<file path="src/design/bpc_defs.vh">
/*
 * Constants of the bridge PWM controller: register map, field positions,
 * reset values, mode and polarity codes, state codes and timing counts.
 * Assumes inclusion by bare name from each design file that needs it.
 */
`ifndef BPC_DEFS_VH
`define BPC_DEFS_VH

// Register word addresses on the plain register port
`define BPC_ADDR_W 4
`define BPC_DATA_W 16
`define BPC_A_CTRL 4'h0
`define BPC_A_SETTING 4'h1
`define BPC_A_PERIOD 4'h2
`define BPC_A_DUTY 4'h3
`define BPC_A_DUTY_UPD 4'h4
`define BPC_A_STATUS 4'h5
`define BPC_A_GPIO_OUT 4'h6
`define BPC_A_GPIO_DIR 4'h7

// Control register fields
`define BPC_CTRL_MODE 1:0
`define BPC_CTRL_POL 3:2
`define BPC_CTRL_PRE 5:4
`define BPC_CTRL_EN 6

// Mode codes
`define BPC_MODE_SINGLE 2'h0
`define BPC_MODE_HALF 2'h1
`define BPC_MODE_FULL_FWD 2'h2
`define BPC_MODE_FULL_REV 2'h3

// Polarity codes: bit 1 set makes A/C active low, bit 0 makes B/D active low
`define BPC_BOTH_PAIRS_ACTIVE_HIGH 2'h0
`define BPC_AC_HIGH_BD_LOW 2'h1
`define BPC_AC_LOW_BD_HIGH 2'h2
`define BPC_BOTH_PAIRS_ACTIVE_LOW 2'h3
`define BPC_POL_AC_LOW_BIT 1
`define BPC_POL_BD_LOW_BIT 0

// Prescale codes and terminal counts
`define BPC_PRESCALE_NONE 2'h0
`define BPC_PRESCALE_BY_FOUR 2'h1
`define BPC_PRESCALE_BY_SIXTEEN 2'h2
`define BPC_PRESCALE_BY_SIXTY_FOUR 2'h3
`define BPC_PRE_LIM_1 6'h00
`define BPC_PRE_LIM_4 6'h03
`define BPC_PRE_LIM_16 6'h0F
`define BPC_PRE_LIM_64 6'h3F

// Field widths
`define BPC_SET_W 7
`define BPC_PER_W 8
`define BPC_DUTY_W 10
`define BPC_DB_CNT_W 9

// Pin masks, bit order D C B A
`define BPC_PINS_NONE 4'h0
`define BPC_PINS_HALF 4'h3
`define BPC_PINS_FULL 4'hF
`define BPC_PIN_A 0
`define BPC_PIN_B 1
`define BPC_PIN_C 2
`define BPC_PIN_D 3

// Period sub-step: four fine steps per period count
`define BPC_SUB_LAST 2'h3
// Dead band unit in oscillator cycles, shift of two gives times four
`define BPC_DB_SHIFT 2

// Controller states
`define BPC_ST_IDLE 2'h0
`define BPC_ST_RUN 2'h1
`define BPC_ST_STOP 2'h2
// Stop hold count; outputs hold inactive level one cycle longer than this before release
`define BPC_STOP_HOLD 4'h4

// Reset values
`define BPC_RST_CTRL 7'h00
`define BPC_RST_SETTING 7'h00
`define BPC_RST_PERIOD 8'h00
`define BPC_RST_DUTY 10'h000
`define BPC_RST_PINS 4'h0

`endif

</file>
<file path="src/design/bpc_deadband.v">
/*
 * Complementary pair generator with dead band for half-bridge mode.
 * On every edge of the mark both sides go inactive, wait value x 4 clocks,
 * then the new side turns on. Assumes mark_i is registered, same clock.
 */
`timescale 1ns/1ps
`include "bpc_defs.vh"

module bpc_deadband (
    input wire clk_i,
    input wire rst_i,
    input wire en_i,
    input wire mark_i,
    input wire [6:0] delay_i,
    output reg a_act_o,
    output reg b_act_o
);
    reg cur_ff;
    reg [8:0] cnt_ff;

    always @(posedge clk_i) begin
        if (rst_i || !en_i) begin
            cur_ff <= 1'b0;
            cnt_ff <= 9'h000;
            a_act_o <= 1'b0;
            b_act_o <= 1'b0;
        end else if (mark_i != cur_ff) begin
            // Both off first; never overlap
            cur_ff <= mark_i;
            cnt_ff <= {2'b00, delay_i} << `BPC_DB_SHIFT;
            a_act_o <= 1'b0;
            b_act_o <= 1'b0;
        end else if (cnt_ff != 9'h000) begin
            cnt_ff <= cnt_ff - 9'h001;
        end else begin
            a_act_o <= cur_ff;
            b_act_o <= ~cur_ff;
        end
    end
endmodule

</file>
<file path="src/design/bpc_prescale.v">
/*
 * Fine-step enable generator: one-cycle pulse every 1, 4, 16 or 64 clocks.
 * Assumes a single clock domain; restart realigns the divider.
 */
`timescale 1ns/1ps
`include "bpc_defs.vh"

module bpc_prescale (
    input wire clk_i,
    input wire rst_i,
    input wire run_i,
    input wire restart_i,
    input wire [1:0] sel_i,
    output reg tick_o
);
    reg [5:0] cnt_ff;
    reg [5:0] lim;

    always @* begin
        case (sel_i)
            `BPC_PRESCALE_BY_FOUR: lim = `BPC_PRE_LIM_4;
            `BPC_PRESCALE_BY_SIXTEEN: lim = `BPC_PRE_LIM_16;
            `BPC_PRESCALE_BY_SIXTY_FOUR: lim = `BPC_PRE_LIM_64;
            default: lim = `BPC_PRE_LIM_1;
        endcase
    end

    always @(posedge clk_i) begin
        if (rst_i || restart_i || !run_i) begin
            cnt_ff <= 6'h00;
            tick_o <= 1'b0;
        end else if (cnt_ff >= lim) begin
            cnt_ff <= 6'h00;
            tick_o <= 1'b1;
        end else begin
            cnt_ff <= cnt_ff + 6'h01;
            tick_o <= 1'b0;
        end
    end
endmodule

</file>
<file path="src/design/bpc_top.v">
/*
 * Bridge PWM controller: four-pin PWM with independent, half-bridge and
 * full-bridge modes, polarity per pin pair, prescale and live duty update.
 * Unused pins behave as plain GPIO. Registers sit on a plain port with
 * read data one cycle after the read strobe. Pins are three signals each.
 */
// Summary of operation
// - Pins unused by mode stay plain GPIO
// - Independent mode: mask DCBA enables each pin
// - Independent mode: all enabled pins share waveform
// - Half-bridge: A modulated, B complement, C/D unused
// - Half-bridge dead band 0-127, units four clocks
// - Full forward: A active, D modulated, B/C off
// - Full reverse: C active, B modulated, A/D off
// - Active level selectable per A/C and B/D
// - Start switches used input pins to outputs
// - Duty update keeps timer; full setup restarts it
// - Never run together with standard channel two
// - Mode codes: single, half, forward, reverse
// - Polarity codes 0-3 per pair active levels
// - Eight-bit period sets one full cycle
// - Prescaler divides by 4, 16 or 64
`timescale 1ns/1ps
`include "bpc_defs.vh"

module bpc_top (
    input wire clk_i,
    input wire rst_i,
    input wire [3:0] addr_i,
    input wire [15:0] wr_data_i,
    input wire wr_i,
    input wire rd_i,
    output reg [15:0] rd_data_o,
    input wire ch2_active_i,
    output reg ch2_blocked_o,
    input wire [3:0] pin_in_i,
    output reg [3:0] pin_out_o,
    output reg [3:0] pin_oe_o
);
    // Staged setup fields, committed by a control write with enable
    reg [6:0] ctrl_ff;
    reg [6:0] setting_ff;
    reg [7:0] period_ff;
    reg [9:0] duty_ff;

    // Live configuration used by the running modulator
    reg [1:0] mode_ff;
    reg [1:0] pol_ff;
    reg [1:0] pre_ff;
    reg [6:0] live_set_ff;
    reg [7:0] live_per_ff;
    reg [9:0] live_duty_ff;
    reg [3:0] used_ff;
    reg configured_ff;
    reg refused_ff;

    reg [1:0] state_ff;
    reg [3:0] hold_ff;
    reg restart_ff;

    reg [3:0] gpio_out_ff;
    reg [3:0] gpio_dir_ff;
    reg [3:0] pin_s1_ff;
    reg [3:0] pin_s2_ff;

    reg [1:0] sub_ff;
    reg [7:0] per_cnt_ff;
    reg mark_ff;

    reg [3:0] act;
    reg [3:0] used_new;
    reg [1:0] nxt_state;
    reg [3:0] nxt_hold;
    reg [15:0] rd_mux;

    wire fine_tick;
    wire db_a;
    wire db_b;
    wire running;
    wire ctrl_wr;
    wire start_req;
    wire stop_req;
    wire [9:0] fine_pos;
    wire [3:0] low_active;

    assign running = (state_ff == `BPC_ST_RUN);
    assign ctrl_wr = wr_i && (addr_i == `BPC_A_CTRL);
    // Start refused outright while channel two runs
    assign start_req = ctrl_wr && wr_data_i[`BPC_CTRL_EN] && !ch2_active_i;
    assign stop_req = ctrl_wr && !wr_data_i[`BPC_CTRL_EN];
    assign fine_pos = {per_cnt_ff, sub_ff};

    // Pins used by the mode being started
    always @* begin
        case (wr_data_i[`BPC_CTRL_MODE])
            `BPC_MODE_SINGLE: used_new = setting_ff[3:0];
            `BPC_MODE_HALF: used_new = `BPC_PINS_HALF;
            `BPC_MODE_FULL_FWD: used_new = `BPC_PINS_FULL;
            `BPC_MODE_FULL_REV: used_new = `BPC_PINS_FULL;
            default: used_new = `BPC_PINS_NONE;
        endcase
    end

    // Pin input synchroniser
    always @(posedge clk_i) begin
        if (rst_i) begin
            pin_s1_ff <= `BPC_RST_PINS;
            pin_s2_ff <= `BPC_RST_PINS;
        end else begin
            pin_s1_ff <= pin_in_i;
            pin_s2_ff <= pin_s1_ff;
        end
    end

    // Register writes and setup commit
    always @(posedge clk_i) begin
        if (rst_i) begin
            ctrl_ff <= `BPC_RST_CTRL;
            setting_ff <= `BPC_RST_SETTING;
            period_ff <= `BPC_RST_PERIOD;
            duty_ff <= `BPC_RST_DUTY;
            mode_ff <= `BPC_MODE_SINGLE;
            pol_ff <= `BPC_BOTH_PAIRS_ACTIVE_HIGH;
            pre_ff <= `BPC_PRESCALE_NONE;
            live_set_ff <= `BPC_RST_SETTING;
            live_per_ff <= `BPC_RST_PERIOD;
            live_duty_ff <= `BPC_RST_DUTY;
            used_ff <= `BPC_PINS_NONE;
            configured_ff <= 1'b0;
            refused_ff <= 1'b0;
            restart_ff <= 1'b0;
            gpio_out_ff <= `BPC_RST_PINS;
            gpio_dir_ff <= `BPC_RST_PINS;
        end else begin
            restart_ff <= 1'b0;
            if (wr_i) begin
                case (addr_i)
                    `BPC_A_SETTING: setting_ff <= wr_data_i[6:0];
                    `BPC_A_PERIOD: period_ff <= wr_data_i[7:0];
                    `BPC_A_DUTY: duty_ff <= wr_data_i[9:0];
                    // Ignored until a first setup is accepted
                    `BPC_A_DUTY_UPD: begin
                        if (configured_ff) begin
                            live_duty_ff <= wr_data_i[9:0];
                        end
                    end
                    `BPC_A_GPIO_OUT: gpio_out_ff <= wr_data_i[3:0];
                    `BPC_A_GPIO_DIR: gpio_dir_ff <= wr_data_i[3:0];
                    `BPC_A_CTRL: ctrl_ff <= wr_data_i[6:0];
                    default: ;
                endcase
            end
            if (ctrl_wr && wr_data_i[`BPC_CTRL_EN]) begin
                refused_ff <= ch2_active_i;
            end
            // Full setup: commit staged fields, restart the timer
            if (start_req) begin
                mode_ff <= wr_data_i[`BPC_CTRL_MODE];
                pol_ff <= wr_data_i[`BPC_CTRL_POL];
                pre_ff <= wr_data_i[`BPC_CTRL_PRE];
                live_set_ff <= setting_ff;
                live_per_ff <= period_ff;
                live_duty_ff <= duty_ff;
                used_ff <= used_new;
                configured_ff <= 1'b1;
                restart_ff <= 1'b1;
                gpio_dir_ff <= gpio_dir_ff | used_new;
            end
        end
    end

    // Run state machine
    always @* begin
        nxt_state = state_ff;
        nxt_hold = hold_ff;
        case (state_ff)
            `BPC_ST_IDLE: begin
                if (start_req) begin
                    nxt_state = `BPC_ST_RUN;
                end
            end
            `BPC_ST_RUN: begin
                if (stop_req) begin
                    nxt_state = `BPC_ST_STOP;
                    nxt_hold = `BPC_STOP_HOLD;
                end
            end
            `BPC_ST_STOP: begin
                // New start cuts the inactive hold short
                if (start_req) begin
                    nxt_state = `BPC_ST_RUN;
                end else if (hold_ff == 4'h0) begin
                    nxt_state = `BPC_ST_IDLE;
                end else begin
                    nxt_hold = hold_ff - 4'h1;
                end
            end
            default: nxt_state = `BPC_ST_IDLE;
        endcase
    end

    // Blocked flag follows the next state, so it leads the pins
    always @(posedge clk_i) begin
        if (rst_i) begin
            state_ff <= `BPC_ST_IDLE;
            hold_ff <= 4'h0;
            ch2_blocked_o <= 1'b0;
        end else begin
            state_ff <= nxt_state;
            hold_ff <= nxt_hold;
            ch2_blocked_o <= (nxt_state != `BPC_ST_IDLE);
        end
    end

    // One enable pulse per prescaled clock
    bpc_prescale u_prescale (
        .clk_i(clk_i),
        .rst_i(rst_i),
        .run_i(running),
        .restart_i(restart_ff),
        .sel_i(pre_ff),
        .tick_o(fine_tick)
    );

    // Period timer: sub-step at fine rate, period count at a quarter of it
    always @(posedge clk_i) begin
        if (rst_i || restart_ff || !running) begin
            sub_ff <= 2'h0;
            per_cnt_ff <= 8'h00;
        end else if (fine_tick) begin
            if (sub_ff == `BPC_SUB_LAST) begin
                sub_ff <= 2'h0;
                if (per_cnt_ff >= live_per_ff) begin
                    per_cnt_ff <= 8'h00;
                end else begin
                    per_cnt_ff <= per_cnt_ff + 8'h01;
                end
            end else begin
                sub_ff <= sub_ff + 2'h1;
            end
        end
    end

    // Mark compare at fine resolution
    // Registered so the dead band sees clean edges
    always @(posedge clk_i) begin
        if (rst_i || !running) begin
            mark_ff <= 1'b0;
        end else begin
            mark_ff <= (fine_pos < live_duty_ff);
        end
    end

    // Pair generator runs only in half-bridge mode
    bpc_deadband u_deadband (
        .clk_i(clk_i),
        .rst_i(rst_i),
        .en_i(running && (mode_ff == `BPC_MODE_HALF)),
        .mark_i(mark_ff),
        .delay_i(live_set_ff),
        .a_act_o(db_a),
        .b_act_o(db_b)
    );

    // Active state per pin, bit order D C B A
    always @* begin
        act = 4'h0;
        // Idle and stop leave every pin inactive
        if (running) begin
            case (mode_ff)
                `BPC_MODE_SINGLE: act = live_set_ff[3:0] & {4{mark_ff}};
                `BPC_MODE_HALF: begin
                    act[`BPC_PIN_A] = db_a;
                    act[`BPC_PIN_B] = db_b;
                end
                `BPC_MODE_FULL_FWD: begin
                    act[`BPC_PIN_A] = 1'b1;
                    act[`BPC_PIN_D] = mark_ff;
                end
                `BPC_MODE_FULL_REV: begin
                    act[`BPC_PIN_C] = 1'b1;
                    act[`BPC_PIN_B] = mark_ff;
                end
                default: act = 4'h0;
            endcase
        end
    end

    // Pair polarity: A/C follow one bit, B/D the other
    assign low_active = {pol_ff[`BPC_POL_BD_LOW_BIT], pol_ff[`BPC_POL_AC_LOW_BIT],
                         pol_ff[`BPC_POL_BD_LOW_BIT], pol_ff[`BPC_POL_AC_LOW_BIT]};

    // Pins not held by the modulator fall back to GPIO registers
    genvar gi;
    generate
        for (gi = 0; gi < 4; gi = gi + 1) begin : g_pin
            always @(posedge clk_i) begin
                if (rst_i) begin
                    pin_out_o[gi] <= 1'b0;
                    pin_oe_o[gi] <= 1'b0;
                end else if ((state_ff != `BPC_ST_IDLE) && used_ff[gi]) begin
                    // Stop state leaves act low: inactive level held
                    pin_out_o[gi] <= act[gi] ^ low_active[gi];
                    pin_oe_o[gi] <= 1'b1;
                end else begin
                    pin_out_o[gi] <= gpio_out_ff[gi];
                    pin_oe_o[gi] <= gpio_dir_ff[gi];
                end
            end
        end
    endgenerate

    // Read mux
    always @* begin
        rd_mux = 16'h0000;
        case (addr_i)
            `BPC_A_CTRL: rd_mux = {9'h000, ctrl_ff};
            `BPC_A_SETTING: rd_mux = {9'h000, setting_ff};
            `BPC_A_PERIOD: rd_mux = {8'h00, period_ff};
            `BPC_A_DUTY: rd_mux = {6'h00, duty_ff};
            `BPC_A_DUTY_UPD: rd_mux = {6'h00, live_duty_ff};
            `BPC_A_STATUS: rd_mux = {3'h0, mark_ff, refused_ff, configured_ff,
                                     state_ff, pin_oe_o, pin_s2_ff};
            `BPC_A_GPIO_OUT: rd_mux = {12'h000, gpio_out_ff};
            `BPC_A_GPIO_DIR: rd_mux = {12'h000, gpio_dir_ff};
            default: rd_mux = 16'h0000;
        endcase
    end

    // Read data stand one cycle, zero otherwise
    always @(posedge clk_i) begin
        if (rst_i) begin
            rd_data_o <= 16'h0000;
        end else if (rd_i) begin
            rd_data_o <= rd_mux;
        end else begin
            rd_data_o <= 16'h0000;
        end
    end
endmodule

</file>
<file path="config.mk">
export PLATFORM = sky130hd
export DESIGN_NAME = bpc_top
export DESIGN_NICKNAME = d
export VERILOG_FILES = /design/src/design/bpc_deadband.v /design/src/design/bpc_prescale.v /design/src/design/bpc_top.v
export VERILOG_INCLUDE_DIRS = /design/src /design/src/design
export SDC_FILE = /design/constraint.sdc
export NUM_CORES = 1
export LEC_CHECK = 0
export BUFFER_PORTS_ARGS = -buffer_cell sky130_fd_sc_hd__buf_2
export CORE_MARGIN = 2
export CORE_UTILIZATION = 54
export CTS_CLUSTER_SIZE = 10
export DETAILED_ROUTE_END_ITERATION = 8
export PLACE_DENSITY = 0.76
export SLEW_MARGIN = 20
export SYNTH_ARGS = -nofsm -noshare
export SYNTH_HDL_FRONTEND = slang
export SYNTH_SLANG_ARGS = --single-unit
</file>
<file path="constraint.sdc">
create_clock -name clk_i -period 1.8 [get_ports clk_i]
set_input_delay 0.09 -clock clk_i [delete_from_list [all_inputs] [get_ports clk_i]]
set_output_delay 0.09 -clock clk_i [all_outputs]
set_load 0.05 [all_outputs]
</file>
; ---- Yosys cells after proc, flatten, opt, wreduce, memory -nomap -nowiden
; Cells that the tools add are included.
[totals]
register_bits = 147
wordCells = 161
[op_classes]
n_addsub = 5
n_lt_le_gt_ge = 3
eq_ne = 23
n_mux = 38
bitwise_logic = 8
reduce_logical = 44
[ops]
columns = operator, count
row1 = $pmux W13 S8, 1
row2 = $mux W10, 4
row3 = $mux W4, 7
row4 = $mux W9, 2
row5 = $pmux W6 S3, 1
row6 = $eq A2 B2 Y1 const B, 8
row7 = $eq A4 B3 Y1 const B, 4
row8 = $reduce_bool A2 Y1, 8
row9 = $reduce_and A2 Y1, 7
row10 = $pmux W4 S3, 1
row11 = $lt A10 B10 Y1, 1
row12 = $mux W1, 10
row13 = $mux W2, 5
row14 = $logic_and A1 B1 Y1, 9
row15 = $reduce_bool A9 Y1, 1
row16 = $sub A9 B1 Y9 const B, 1
row17 = $add A8 B1 Y8 const B, 1
row18 = $eq A2 B1 Y1 const B, 4
row19 = $eq A4 B2 Y1 const B, 2
row20 = $ge A8 B8 Y1, 1
row21 = $logic_not A4 Y1, 2
row22 = $mux W8, 1
row23 = $pmux W4 S2, 1
row24 = $reduce_or A2 Y1, 4
row25 = 20 further kinds, 35

; ---- Longest topological paths before layout
; Gate-level depths: netlist of run 1.
[logic_depth]
depth_word = 7
ltp_mapped = 8
depth_no_buf = 7

; ---- Hierarchy
; From an unflattened synthesis of run 1, not the netlist that was laid out.
[hier_totals]
hier_cells = 775
hier_area_um2 = 6656.4
[modules_own_cells]
columns = module, instances, cells_per_inst, area_per_inst_um2
row1 = bpc_top, 1, 664, 5655.4
row2 = bpc_deadband, 1, 67, 585.6
row3 = bpc_prescale, 1, 44, 415.4

; ---- Worst setup path after synthesis of run 1
; Ideal clock, no wire load.
[synth_path]
path_kind = flip-flop to flip-flop
start = register u_deadband.cnt_ff[0]
end = register u_deadband.cnt_ff[5]
setup_ns = 0.137
t_arrival_ns = 1.856
required_ns = 1.663
slack_ns = -0.194
stages_incl_launch_ff = 8
path_buffers = 0
period_less_slack_ns = 1.994
path_cell_list = dfxtp_1 -> inv_1 -> ha_1 -> or3b_4 -> or4_4 -> nand3_1 -> xor2_1 -> a211oi_1
[synth_via]
elab_chain_len = 3
word_cells_on_any_way = 5
classes_between = add/sub (1) / mux (2) / reduce/logical (2)
[synth_rtl]
columns = item, line
row1 = from (decl), bpc_deadband.v:19  ; reg [8:0] cnt_ff;
row2 = from (signal assigned), bpc_deadband.v:30  ; cnt_ff <= {2'b00, delay_i} << `BPC_DB_SHIFT;
row3 = from (signal assigned), bpc_deadband.v:34  ; cnt_ff <= cnt_ff - 9'h001;
row4 = $sub A9 B1 Y9, bpc_deadband.v:34
row5 = $mux W9, bpc_deadband.v:33  ; end else if (cnt_ff != 9'h000) begin
row6 = $mux W9, bpc_deadband.v:27  ; end else if (mark_i != cur_ff) begin
; Parallel ways exist; a longest one is shown, timed or not. The select of a mux whose other input is x is not followed.
; A chain may end at the register's enable or synchronous reset.

; ---- Final worst setup path of run 1
[layout_path]
start = register u_deadband.cnt_ff[1]
end = register u_deadband.cnt_ff[5]
; Same word-level chain as after synthesis.

==> run summary, run 1 <==
status - finished with violations
failing checks - negative setup slack
Post-Synth XOR/XNOR Area - 0.02084
post-synthesis sequential area ratio - 0.4287
CTS buffer count - 17
Highest Clock Rate - 0.5495 GHz
Placer Congestion - 0.9050
Initial Util - 0.5575
CP Depth - 7
Largest delay share family, worst path - simple AND/OR/NAND/NOR gates
clock sinks - 144
Port Buffers - 44
Max stage delay on crit path - 0.46 ns
fin area - 8242 um2
R2R cell count - 7
nets - 961
Crit path required time - 2.14 ns
crit path max fanout - 3
Die Area - 13360 um2
crit path launch type - flip-flop
Yosys warnings - 0
first-pass GRT wire length - 30.13 mm
GRT overflow - 0
vias in the first global route - 6056
Buf/Inv on CP - 1
Post-Synth Adder-Cell Area - 0.06327
final hold vios - 0
largest net degree at the start of global routing - 97
Remaining DRCs - 0
# IOs - 54
number of fill cells - 984
CP Capture Type - flip-flop
CP arrival - 2.16 ns
crit share post-route - 1.011
Pre-antenna DRT Iters - 6
commonest cells after routing, fill and taps aside - 142 x nand2_1, 141 x dfxtp_1, 86 x a21oi_1, 74 x nor2_1, 47 x buf_4
Cells after Synth - 822
TritonCTS clock tree - yes
Routed WL per cell - 17.32 um
Final ANT Viol Nets - 0
Power Total - 7.352 mW
main combinational cell family by area after synthesis - simple AND/OR/NAND/NOR gates
die height - 115.6 um
placed cell areas - 7373 um2
CTS Buffer Depth - 2
Ant. Diodes - 0
crit path time final - 1.820 ns
fin util - 0.6833
DPL Wire Length - 12.70 mm
fin. max-slew vios - 0
pwr/cell area - 892.0 nW/um2
post-synth cell types - 60
static leakage - 3.132 nW
Post-synth ARST share - 0
DP Cell Count - 1030
RSZ-0062 raised after global routing - yes
hold depth - 3
WS Path Type - flip-flop to flip-flop
DRT Wirelength - 18.69 mm
Worst path slowest cell - or4_4
worst hold slack - 0.04186 ns
CP Cell Sequence - inv_2 -> ha_4 -> or3b_4 -> or4_4 -> nand3_2 -> xor2_1 -> a211oi_1
Post-synth EDFFs - 0
Final WS setup - -0.01999 ns
Clock Latency Late Sink - 0.43 ns
Compound-Gate Fraction of Synth Area - 0.1649
setup violators final - 8
H-tree depth - 4
Reg clk slew, reported paths - 0.06 ns
Syn Area/Cell - 8.180 um2
most common cell after layout, fill and taps aside - nand2_1
Layout area overhead - 22.57%
Clock Tree Root - clkbuf_16
via count - 6188
Vias/cell - 5.735
Layout Skew - 0.008954 ns
cell row count - 40
FF+latch count, synth - 144
Core ar. - 12060 um2
Hold Crit Class - input pin to flip-flop
layout cells sized above 1 - 0.1844
initial antenna violation count - 0
Max-Cap Viols - 0
Die Wd - 115.6 um
area share of and/or/nand/nor cells after synthesis - 0.2313
post-synthesis mux area share - 0.03722
main flop type after synthesis - dfxtp_1
Worst VDD drop - 698.9 uV
Final Non-Filler Cells - 1079
Global Route Usage Sum - 0.2907
Synth Cell Area - 6724 um2
DRT iter0 DRCs - 556
==> per-stage QoR <==
stage	setup TNS [ns]	setup WS (ns)
floorplan	-0.03877	-0.03877
global placement	0	0.001988
detailed placement	-0.1171	-0.07732
CTS	-0.05637	-0.02633
global route	-0.6504	-0.09133
finish	-0.07358	-0.01999
==> per-layer routing <==
metal	share of wire	routed length, um	vias to the layer above	track usage
met5	0	0	-	0
met3	0.073	1370	47	0.06328
met1	0.42	7865	2913	0.3672
met4	0.029	542	0	0.1301
met2	0.48	8910	256	0.4780
li1	-	-	2972	-
==> final cells by class <==
type                       count  area [um2]  share of cell area
clock buffer                  21       470.5             0.05708
clock inverter                11       160.2             0.01943
inverter                      37       141.4             0.01716
multi-input combinational    591        3587              0.4353
sequential                   144        2889              0.3505
tap                          168       210.2             0.02550
timing repair buffer         107       783.3             0.09504
==> synthesized netlist by cell type, drive strengths merged, types with 7 or more instances <==
| master | number | area [um2] |
|---|---|---|
| and2 | 9 | 56.30 |
| nor2b | 22 | 137.6 |
| o21ai | 11 | 55.05 |
| a21oi | 86 | 430.4 |
| nor3 | 19 | 95.09 |
| ha | 34 | 425.4 |
| clkbuf | 40 | 152.6 |
| inv | 37 | 138.9 |
| a211oi | 15 | 112.6 |
| dfxtp | 144 | 2883 |
| buf | 12 | 66.31 |
| mux2i | 16 | 160.2 |
| nand3 | 31 | 155.2 |
| a22oi | 8 | 60.06 |
| nand2b | 7 | 43.79 |
| mux2 | 8 | 90.09 |
| nor2 | 79 | 299.0 |
| nand2 | 142 | 533.0 |
| xnor2 | 10 | 87.58 |
| a311oi | 10 | 87.58 |
| nor4 | 7 | 58.81 |
==> registers in the layout, summed over array words and instances (netlist names), 4 cells and up <==
signal             flops
rd_data_o             13
duty_ff               10
live_duty_ff          10
u_deadband.cnt_ff      9
live_per_ff            8
per_cnt_ff             8
period_ff              8
ctrl_ff                7
live_set_ff            7
setting_ff             7
u_prescale.cnt_ff      6
gpio_dir_ff            4
gpio_out_ff            4
hold_ff                4
pin_oe_o               4
pin_out_o              4
pin_s1_ff              4
pin_s2_ff              4
used_ff                4
==> worst register-to-register path, cell delays in order, from the launching register on <==
cell and delay (ns):
dfxtp_2 0.32, inv_2 0.06, ha_4 0.13, or3b_4 0.40, or4_4 0.46, nand3_2 0.10
xor2_1 0.06, a211oi_1 0.21
==> power by group <==
part	internal (mW)	switching (mW)	leakage, nW	total (mW)
clock network	2.42	1.35	0.309	3.76
logic	0.123	0.233	1.66	0.357
registers	3.21	0.0201	1.16	3.23
total	5.75	1.60	3.13	7.35
==> worst paths after layout <==
path	endpoint	slack, ns	start
setup / recovery	u_deadband.cnt_ff[5]	-0.02	u_deadband.cnt_ff[1]
hold / removal	pol_ff[0]	0.04	wr_data_i[2]
setup reg to reg	u_deadband.cnt_ff[5]	-0.02	u_deadband.cnt_ff[1]
hold reg to reg	pin_s2_ff[0]	0.44	pin_s1_ff[0]
==> kinds of logic (layout without fill, tap and decap cells) <==
kind of cell	after synthesis	in the layout
AOI/OAI and AO/OA	175	175
xor gates and xnor gates	16	16
buffers and inverters	89	176
DFF	144	144
other	1	3
muxes	24	24
and+or+nand+nor	339	339
adders and majority gates	34	34
==> timing repair <==
item                       CTS  global route
hold endpoints to repair    19             0
setup endpoints to repair   10            20
pin swaps                    0             7
buffers inserted             1             5
hold buffers                11             0
gates resized for setup      6            18
Note: power is estimated with default switching activity, not from simulation.
==> run 2: changes to the inputs <==
Settings changed: CORE_UTILIZATION 54 to 45, PLACE_DENSITY 0.76 to 0.65, SETUP_SLACK_MARGIN from default to 0.2.
==> run 2 against run 1 <==
Net effect: the flow still finishes with violations (negative setup slack); first-iteration DRC count decreased by 5.0%; design area increased by 4.1%; die area increased by 19%; clock power about the same; global-route usage decreased by 5.4 points; sequential cell count unchanged; non-clock buffer count increased by 7; worst setup slack got worse by 0.0086 ns; combinational power increased by 2%; via count decreased by 3.0%; sequential share of layout area decreased by 1.2 points; worst hold slack got worse by 0.019 ns; largest cell class unchanged; highest routed layer unchanged.
==> run summary, run 2 (synthesized netlist as in run 1, its figures left out) <==
status - finished with violations
failing checks - negative setup slack
Met2 Routed Length - 8.911 mm (about the same)
Initial Util - 0.4609 (-0.09658)
Switching Share - 0.2217 (+0.004230)
CP Capture Type - flip-flop
Die Area - 15940 um2 (+19%)
Vias/cell - 5.448 (-5.0%)
Ant. Diodes - 0 (unchanged)
first-pass GRT wire length - 29.74 mm (-1.3%)
CTS Buffer Depth - 2 (unchanged)
die height - 126.2 um (+9.2%)
Reg clk slew, reported paths - 0.06 ns (about the same)
initial antenna violation count - 0 (unchanged)
Layout area overhead - 27.54%
Layout Skew - 0.006866 ns (-0.002088 ns)
layout cells sized above 1 - 0.2429 (+0.05851)
crit path launch type - flip-flop
Max-Cap Viols - 0 (unchanged)
met3 WL post-DR - 733 um (-46%)
nets - 968 (+0.73%)
Clock Tree Root - clkbuf_16
Critical Path Sink - u_deadband.cnt_ff[5]
Final WS setup - -0.02858 ns (-0.008587 ns)
Met1 Routed Length - 8.715 mm (+11%)
CP arrival - 2.13 ns (-0.03 ns)
H-tree depth - 4 (unchanged)
crit path time final - 1.829 ns (+0.008586 ns)
static leakage - 3.170 nW (+1.2%)
Core ar. - 14590 um2 (+21%)
pwr/cell area - 855.9 nW/um2 (-4.0%)
Final Non-Filler Cells - 1102 (+2.1%)
fin. max-slew vios - 0 (unchanged)
Worst VDD drop - 791.9 uV (+13%)
most common cell after layout, fill and taps aside - nand2_1
Net Switching - 1.627 mW (+1.8%)
FF-to-FF End - u_deadband.cnt_ff[5]
DP Cell Count - 1049 (+1.8%)
max reg flops - 13 (unchanged)
flop2flop setup slack - -0.03 ns (about the same)
Top Layer Used - met4
largest net degree at the start of global routing - 54 (-44%)
Global Route Usage Sum - 0.2364 (-0.05427)
Hold Crit Class - input pin to flip-flop
# IOs - 54 (unchanged)
WS Path Type - flip-flop to flip-flop
Port Buffers - 44 (unchanged)
Die Wd - 126.2 um (+9.2%)
DPL Wire Length - 12.81 mm (+0.91%)
DRT iter0 DRCs - 528 (-5.0%)
R2R cell count - 7 (unchanged)
CTS buffer count - 17 (unchanged)
Comb pwr share - 0.050 (+0.002)
Highest Clock Rate - 0.5469 GHz (-0.47%)
Biggest register - rd_data_o
Worst path slowest cell - or4_4
R2R Path Start - u_deadband.cnt_ff[0]
final hold vios - 0 (unchanged)
Crit path required time - 2.10 ns (-0.04 ns)
Rel. slew slack - 0.6159
Routed WL per cell - 16.93 um (-2.3%)
CP Cell Sequence - inv_2 -> ha_4 -> or3b_4 -> or4_4 -> nand3_4 -> xor2_2 -> a211oi_2
Clock Latency Late Sink - 0.42 ns (about the same)
Worst Tran Pin Value - 0.5762 ns
Pre-antenna DRT Iters - 6 (unchanged)
Largest delay share family, worst path - simple AND/OR/NAND/NOR gates
Buf/Inv on CP - 1 (unchanged)
Sequential Power Share - 0.441 (about the same)
Max stage delay on crit path - 0.50 ns (+0.04 ns)
clock power share - 0.509 (-0.003)
clock sinks - 144 (unchanged)
Final ANT Viol Nets - 0 (unchanged)
Remaining DRCs - 0 (unchanged)
GRT overflow - 0 (unchanged)
via count - 6004 (-3.0%)
setup violators final - 2 (-6)
top flop regs - rd_data_o: 13 flops, duty_ff: 10 flops, live_duty_ff: 10 flops
Pint - 5.713 mW (-0.70%)
CP Depth - 7 (unchanged)
vias in the first global route - 5760 (-4.9%)
crit share post-route - 1.016 (+0.004770)
crit path max fanout - 5 (+2)
commonest cells after routing, fill and taps aside - 141 x nand2_1, 130 x dfxtp_1, 83 x a21oi_1, 72 x nor2_1, 53 x buf_4
RSZ-0062 raised after global routing - yes
cell row count - 44 (+10%)
Power Total - 7.340 mW (-0.16%)
Worst Setup SP - u_deadband.cnt_ff[0]
Placer Congestion - 0.8501 (-6.1%)
TritonCTS clock tree - yes
DRT Wirelength - 18.66 mm (-0.17%)
[run 2: changes by cell type in the layout (fill, tap and decap cells not counted), moves of 4 or more]
cell / before / now
dfxtp_1: 141 / 130
clkinv_2: 5 / 1
ha_4: 2 / 8
inv_1: 33 / 28
buf_4: 47 / 53
buf_6: 0 / 4
dfxtp_2: 2 / 14
ha_1: 32 / 24
inv_2: 3 / 9
[run 2: routing by layer]
metal  up-vias  global-route usage
li1       3000                   -
met2       149              0.3887
met5         -                   0
met3        21             0.05268
met4         0             0.06658
met1      2834              0.3135
[run 2: stage by stage]
| stage | worst slack, ns | instance area (um2) | hold slack (ns) | TNS [ns] | util |
|---|---|---|---|---|---|
| 2_1_floorplan | 0.002889 | 6820 | 0.2182 | 0 | - |
| 5_1_grt | -0.09087 | 8576 | 0.01180 | -0.2362 | 0.5878 |
| 3_3_place_gp | 0.03736 | 7462 | 0.3001 | 0 | 0.5115 |
| 6_report | -0.02858 | 8576 | 0.02298 | -0.04084 | 0.5878 |
| 4_1_cts | 0.02549 | 8383 | 0.009681 | 0 | 0.5746 |
| 3_5_place_dp | -0.02047 | 7462 | 0.3078 | -0.06339 | 0.5115 |
[run 2: how the worst min path moves through the flow]
stage / startpoint / endpoint / cells past startpoint
2_1_floorplan: pin_in_i[0] / pin_s1_ff[0] / 1
3_3_place_gp: pin_in_i[3] / pin_s1_ff[3] / 2
3_5_place_dp: pin_in_i[3] / pin_s1_ff[3] / 2
4_1_cts: rst_i / configured_ff / 2
5_1_grt: rst_i / state_ff[0] / 2
6_report: rst_i / configured_ff / 2
[run 2: repair_timing]
action	CTS	global route
endpoints found under the setup margin	30	35
setup buffers	9	2
hold buffers	10	0
gates resized for setup	27	48
pin swaps	7	21
hold endpoints to repair	17	0
[run 2: final cells by class]
cell class	instances	area, um2
inverter	37	138.9
fill	1287	6013
sequential	144	2900
clock inverter	12	182.7
multi-input combinational	591	3839
timing repair buffer	114	838.3
tap	184	230.2
clock buffer	20	446.7
[run 2: worst reg2reg max path, cell delays in order, from the launching register on]
cell and delay, ns:
dfxtp_2 0.32, inv_2 0.06, ha_4 0.12, or3b_4 0.38, or4_4 0.50, nand3_4 0.10, xor2_2 0.15, a211oi_2 0.08
[run 2: power by group through the flow]
stage | Combinational, mW | Clock (mW) | Sequential [mW]
4_1_cts | 0.359 | 3.79 | 3.24
6_report | 0.365 | 3.74 | 3.24
3_3_place_gp | 0.334 | 0 | 3.30
2_1_floorplan | 0.203 | 0 | 3.31
5_1_grt | 0.392 | 3.96 | 3.24
3_5_place_dp | 0.337 | 0 | 3.31
==> run 3: changes to the inputs <==
Settings changed: CAP_MARGIN from default to 40, CORE_ASPECT_RATIO from default to 2, RECOVER_POWER from default to 25.
==> run 3 against run 2 <==
Net effect: the flow still finishes with violations (negative setup slack); utilization shrank 0.86 points; global-route usage grew 2.0 points; cell count grew 1.2%; critical endpoint is now u_deadband.cnt_ff[1]; via count grew 4.0%; largest cell class unchanged.
==> run summary, run 3 (synthesized netlist as in run 1, its figures left out) <==
status - finished with violations
failing checks - negative setup slack
via count - 6243 (+4.0%)
R2R cell count - 5 (-2)
Max-Cap Viols - 0 (unchanged)
Layout area overhead - 26.98%
Vias/cell - 5.599 (+2.8%)
layout cells sized above 1 - 0.2348 (-0.008137)
Port Buffers - 44 (unchanged)
number of fill cells - 1317 (+2.3%)
Final WS setup - -0.03180 ns (-0.003226 ns)
cell row count - 63 (+43%)
Final Non-Filler Cells - 1115 (+1.2%)
pwr/cell area - 861.8 nW/um2 (+0.68%)
CP Capture Type - flip-flop
Global Route Usage Sum - 0.2563 (+0.01990)
DPL Wire Length - 14.37 mm (+12%)
final hold vios - 0 (unchanged)
max reg flops - 13 (unchanged)
Routed WL per cell - 18.27 um (+7.9%)
hold depth - 3 (+1)
first-pass GRT wire length - 31.81 mm (+7.0%)
Core ar. - 14740 um2 (+1.0%)
Rel. slew slack - 0.5006 (-0.1152)
Crit path required time - 2.12 ns (+0.02 ns)
commonest cells after routing, fill and taps aside - 141 x nand2_1, 128 x dfxtp_1, 79 x a21oi_1, 71 x nor2_1, 54 x buf_4
crit share post-route - 1.018 (+0.001792)
Hold Crit Class - input pin to flip-flop
Ant. Diodes - 0 (unchanged)
CP arrival - 2.15 ns (+0.02 ns)
vias in the first global route - 6264 (+8.8%)
Clock Tree Root - clkbuf_16
Initial Util - 0.4562 (-0.004734)
Final ANT Viol Nets - 0 (unchanged)
Power Total - 7.358 mW (+0.24%)
top flop regs - rd_data_o: 13 flops, duty_ff: 10 flops, live_duty_ff: 10 flops
Remaining DRCs - 0 (unchanged)
H-tree depth - 4 (unchanged)
DP Cell Count - 1061 (+1.1%)
fin. max-slew vios - 0 (unchanged)
# IOs - 54 (unchanged)
nets - 970 (+0.21%)
die height - 176.9 um (+40%)
static leakage - 3.124 nW (-1.4%)
Clock Latency Late Sink - 0.43 ns (about the same)
setup violators final - 3 (+1)
Reg clk slew, reported paths - 0.07 ns (about the same)
Die Wd - 90.44 um (-28%)
Highest Clock Rate - 0.5459 GHz (-0.18%)
most common cell after layout, fill and taps aside - nand2_1
Die Area - 16000 um2 (+0.38%)
crit path max fanout - 5 (unchanged)
crit path time final - 1.832 ns (+0.003226 ns)
Layout Skew - 0.01205 ns (+0.005181 ns)
CTS Buffer Depth - 2 (unchanged)
GRT overflow - 0 (unchanged)
largest net degree at the start of global routing - 37 (-31%)
Pre-antenna DRT Iters - 5 (-1)
Placer Congestion - 0.8969 (+5.5%)
RSZ-0062 raised after global routing - yes
CTS buffer count - 17 (unchanged)
clock sinks - 144 (unchanged)
Biggest register - rd_data_o
DRT iter0 DRCs - 387 (-27%)
initial antenna violation count - 0 (unchanged)
Worst Tran Pin Value - 0.7491 ns (+0.1729 ns)
crit path launch type - flip-flop
WS Path Type - flip-flop to flip-flop
DRT Wirelength - 20.38 mm (+9.2%)
Worst VDD drop - 672.8 uV (-15%)
TritonCTS clock tree - yes
-- run 3: changes by cell type in the layout (fill, tap and decap cells not counted), sizes merged --
cell,before,now
clkinvlp,3,2
clkbuf,20,33
bufinv,4,3
dlygate4sd3,10,12
buf,104,88
inv,39,44
-- run 3: worst paths after layout --
check / start / end / slack, ns
worst max-delay path: u_deadband.cnt_ff[0] / u_deadband.cnt_ff[1] / -0.03
worst min-delay path: wr_data_i[3] / ctrl_ff[3] / 0.03
worst max register to register: u_deadband.cnt_ff[0] / u_deadband.cnt_ff[1] / -0.03
worst min register to register: pin_s1_ff[0] / pin_s2_ff[0] / 0.45
-- run 3: where the power goes --
group | total [mW] | internal, mW | switching [mW] | leakage, nW
Combinational | 0.367 | 0.125 | 0.242 | 1.65
Clock | 3.75 | 2.23 | 1.53 | 0.299
Sequential | 3.24 | 3.21 | 0.0230 | 1.17
Total | 7.36 | 5.57 | 1.79 | 3.12
-- run 3: routing by layer --
layer,wire length (um),global-route usage
met4,1392,0.1917
met1,7318,0.2509
met3,750,0.05026
met5,0,0
met2,10910,0.4709
-- run 3: cell type report --
| class | count | area (um2) | share of cell area |
|---|---|---|---|
| tap | 195 | 244.0 | 0.02858 |
| inverter | 37 | 138.9 | 0.01627 |
| clock buffer | 17 | 425.4 | 0.04982 |
| sequential | 144 | 2903 | 0.3400 |
| multi-input combinational | 591 | 3832 | 0.4489 |
| clock inverter | 15 | 197.7 | 0.02315 |
| timing repair buffer | 116 | 797.0 | 0.09335 |
-- run 3: critical path: stages (launching register included) --
cell       delay, ns
dfxtp_2         0.32
inv_2           0.06
ha_4            0.12
or3b_4          0.38
or4_4           0.48
a2111oi_4       0.36
-- run 3: per-stage QoR --
| step | setup slack [ns] | area [um2] | setup TNS [ns] | hold slack [ns] | utilization |
|---|---|---|---|---|---|
| final | -0.03180 | 8538 | -0.06708 | 0.02838 | 0.5792 |
| after detailed placement | -0.01511 | 7458 | -0.01672 | 0.3075 | 0.5060 |
| after global placement | 0.004237 | 7458 | 0 | 0.3029 | 0.5060 |
| after floorplan | 0.002889 | 6820 | 0 | 0.2182 | - |
| after CTS | -0.01053 | 8386 | -0.01102 | 0.01427 | 0.5689 |
| after global routing | -0.1120 | 8538 | -0.5278 | 0.02252 | 0.5792 |
-- run 3: repair_timing --
action	in CTS	in global routing
hold buffers	12	0
buffers inserted	7	3
resized for setup	29	46
setup endpoints to repair	30	36
pin swaps	11	17
endpoints found under the hold margin	25	0
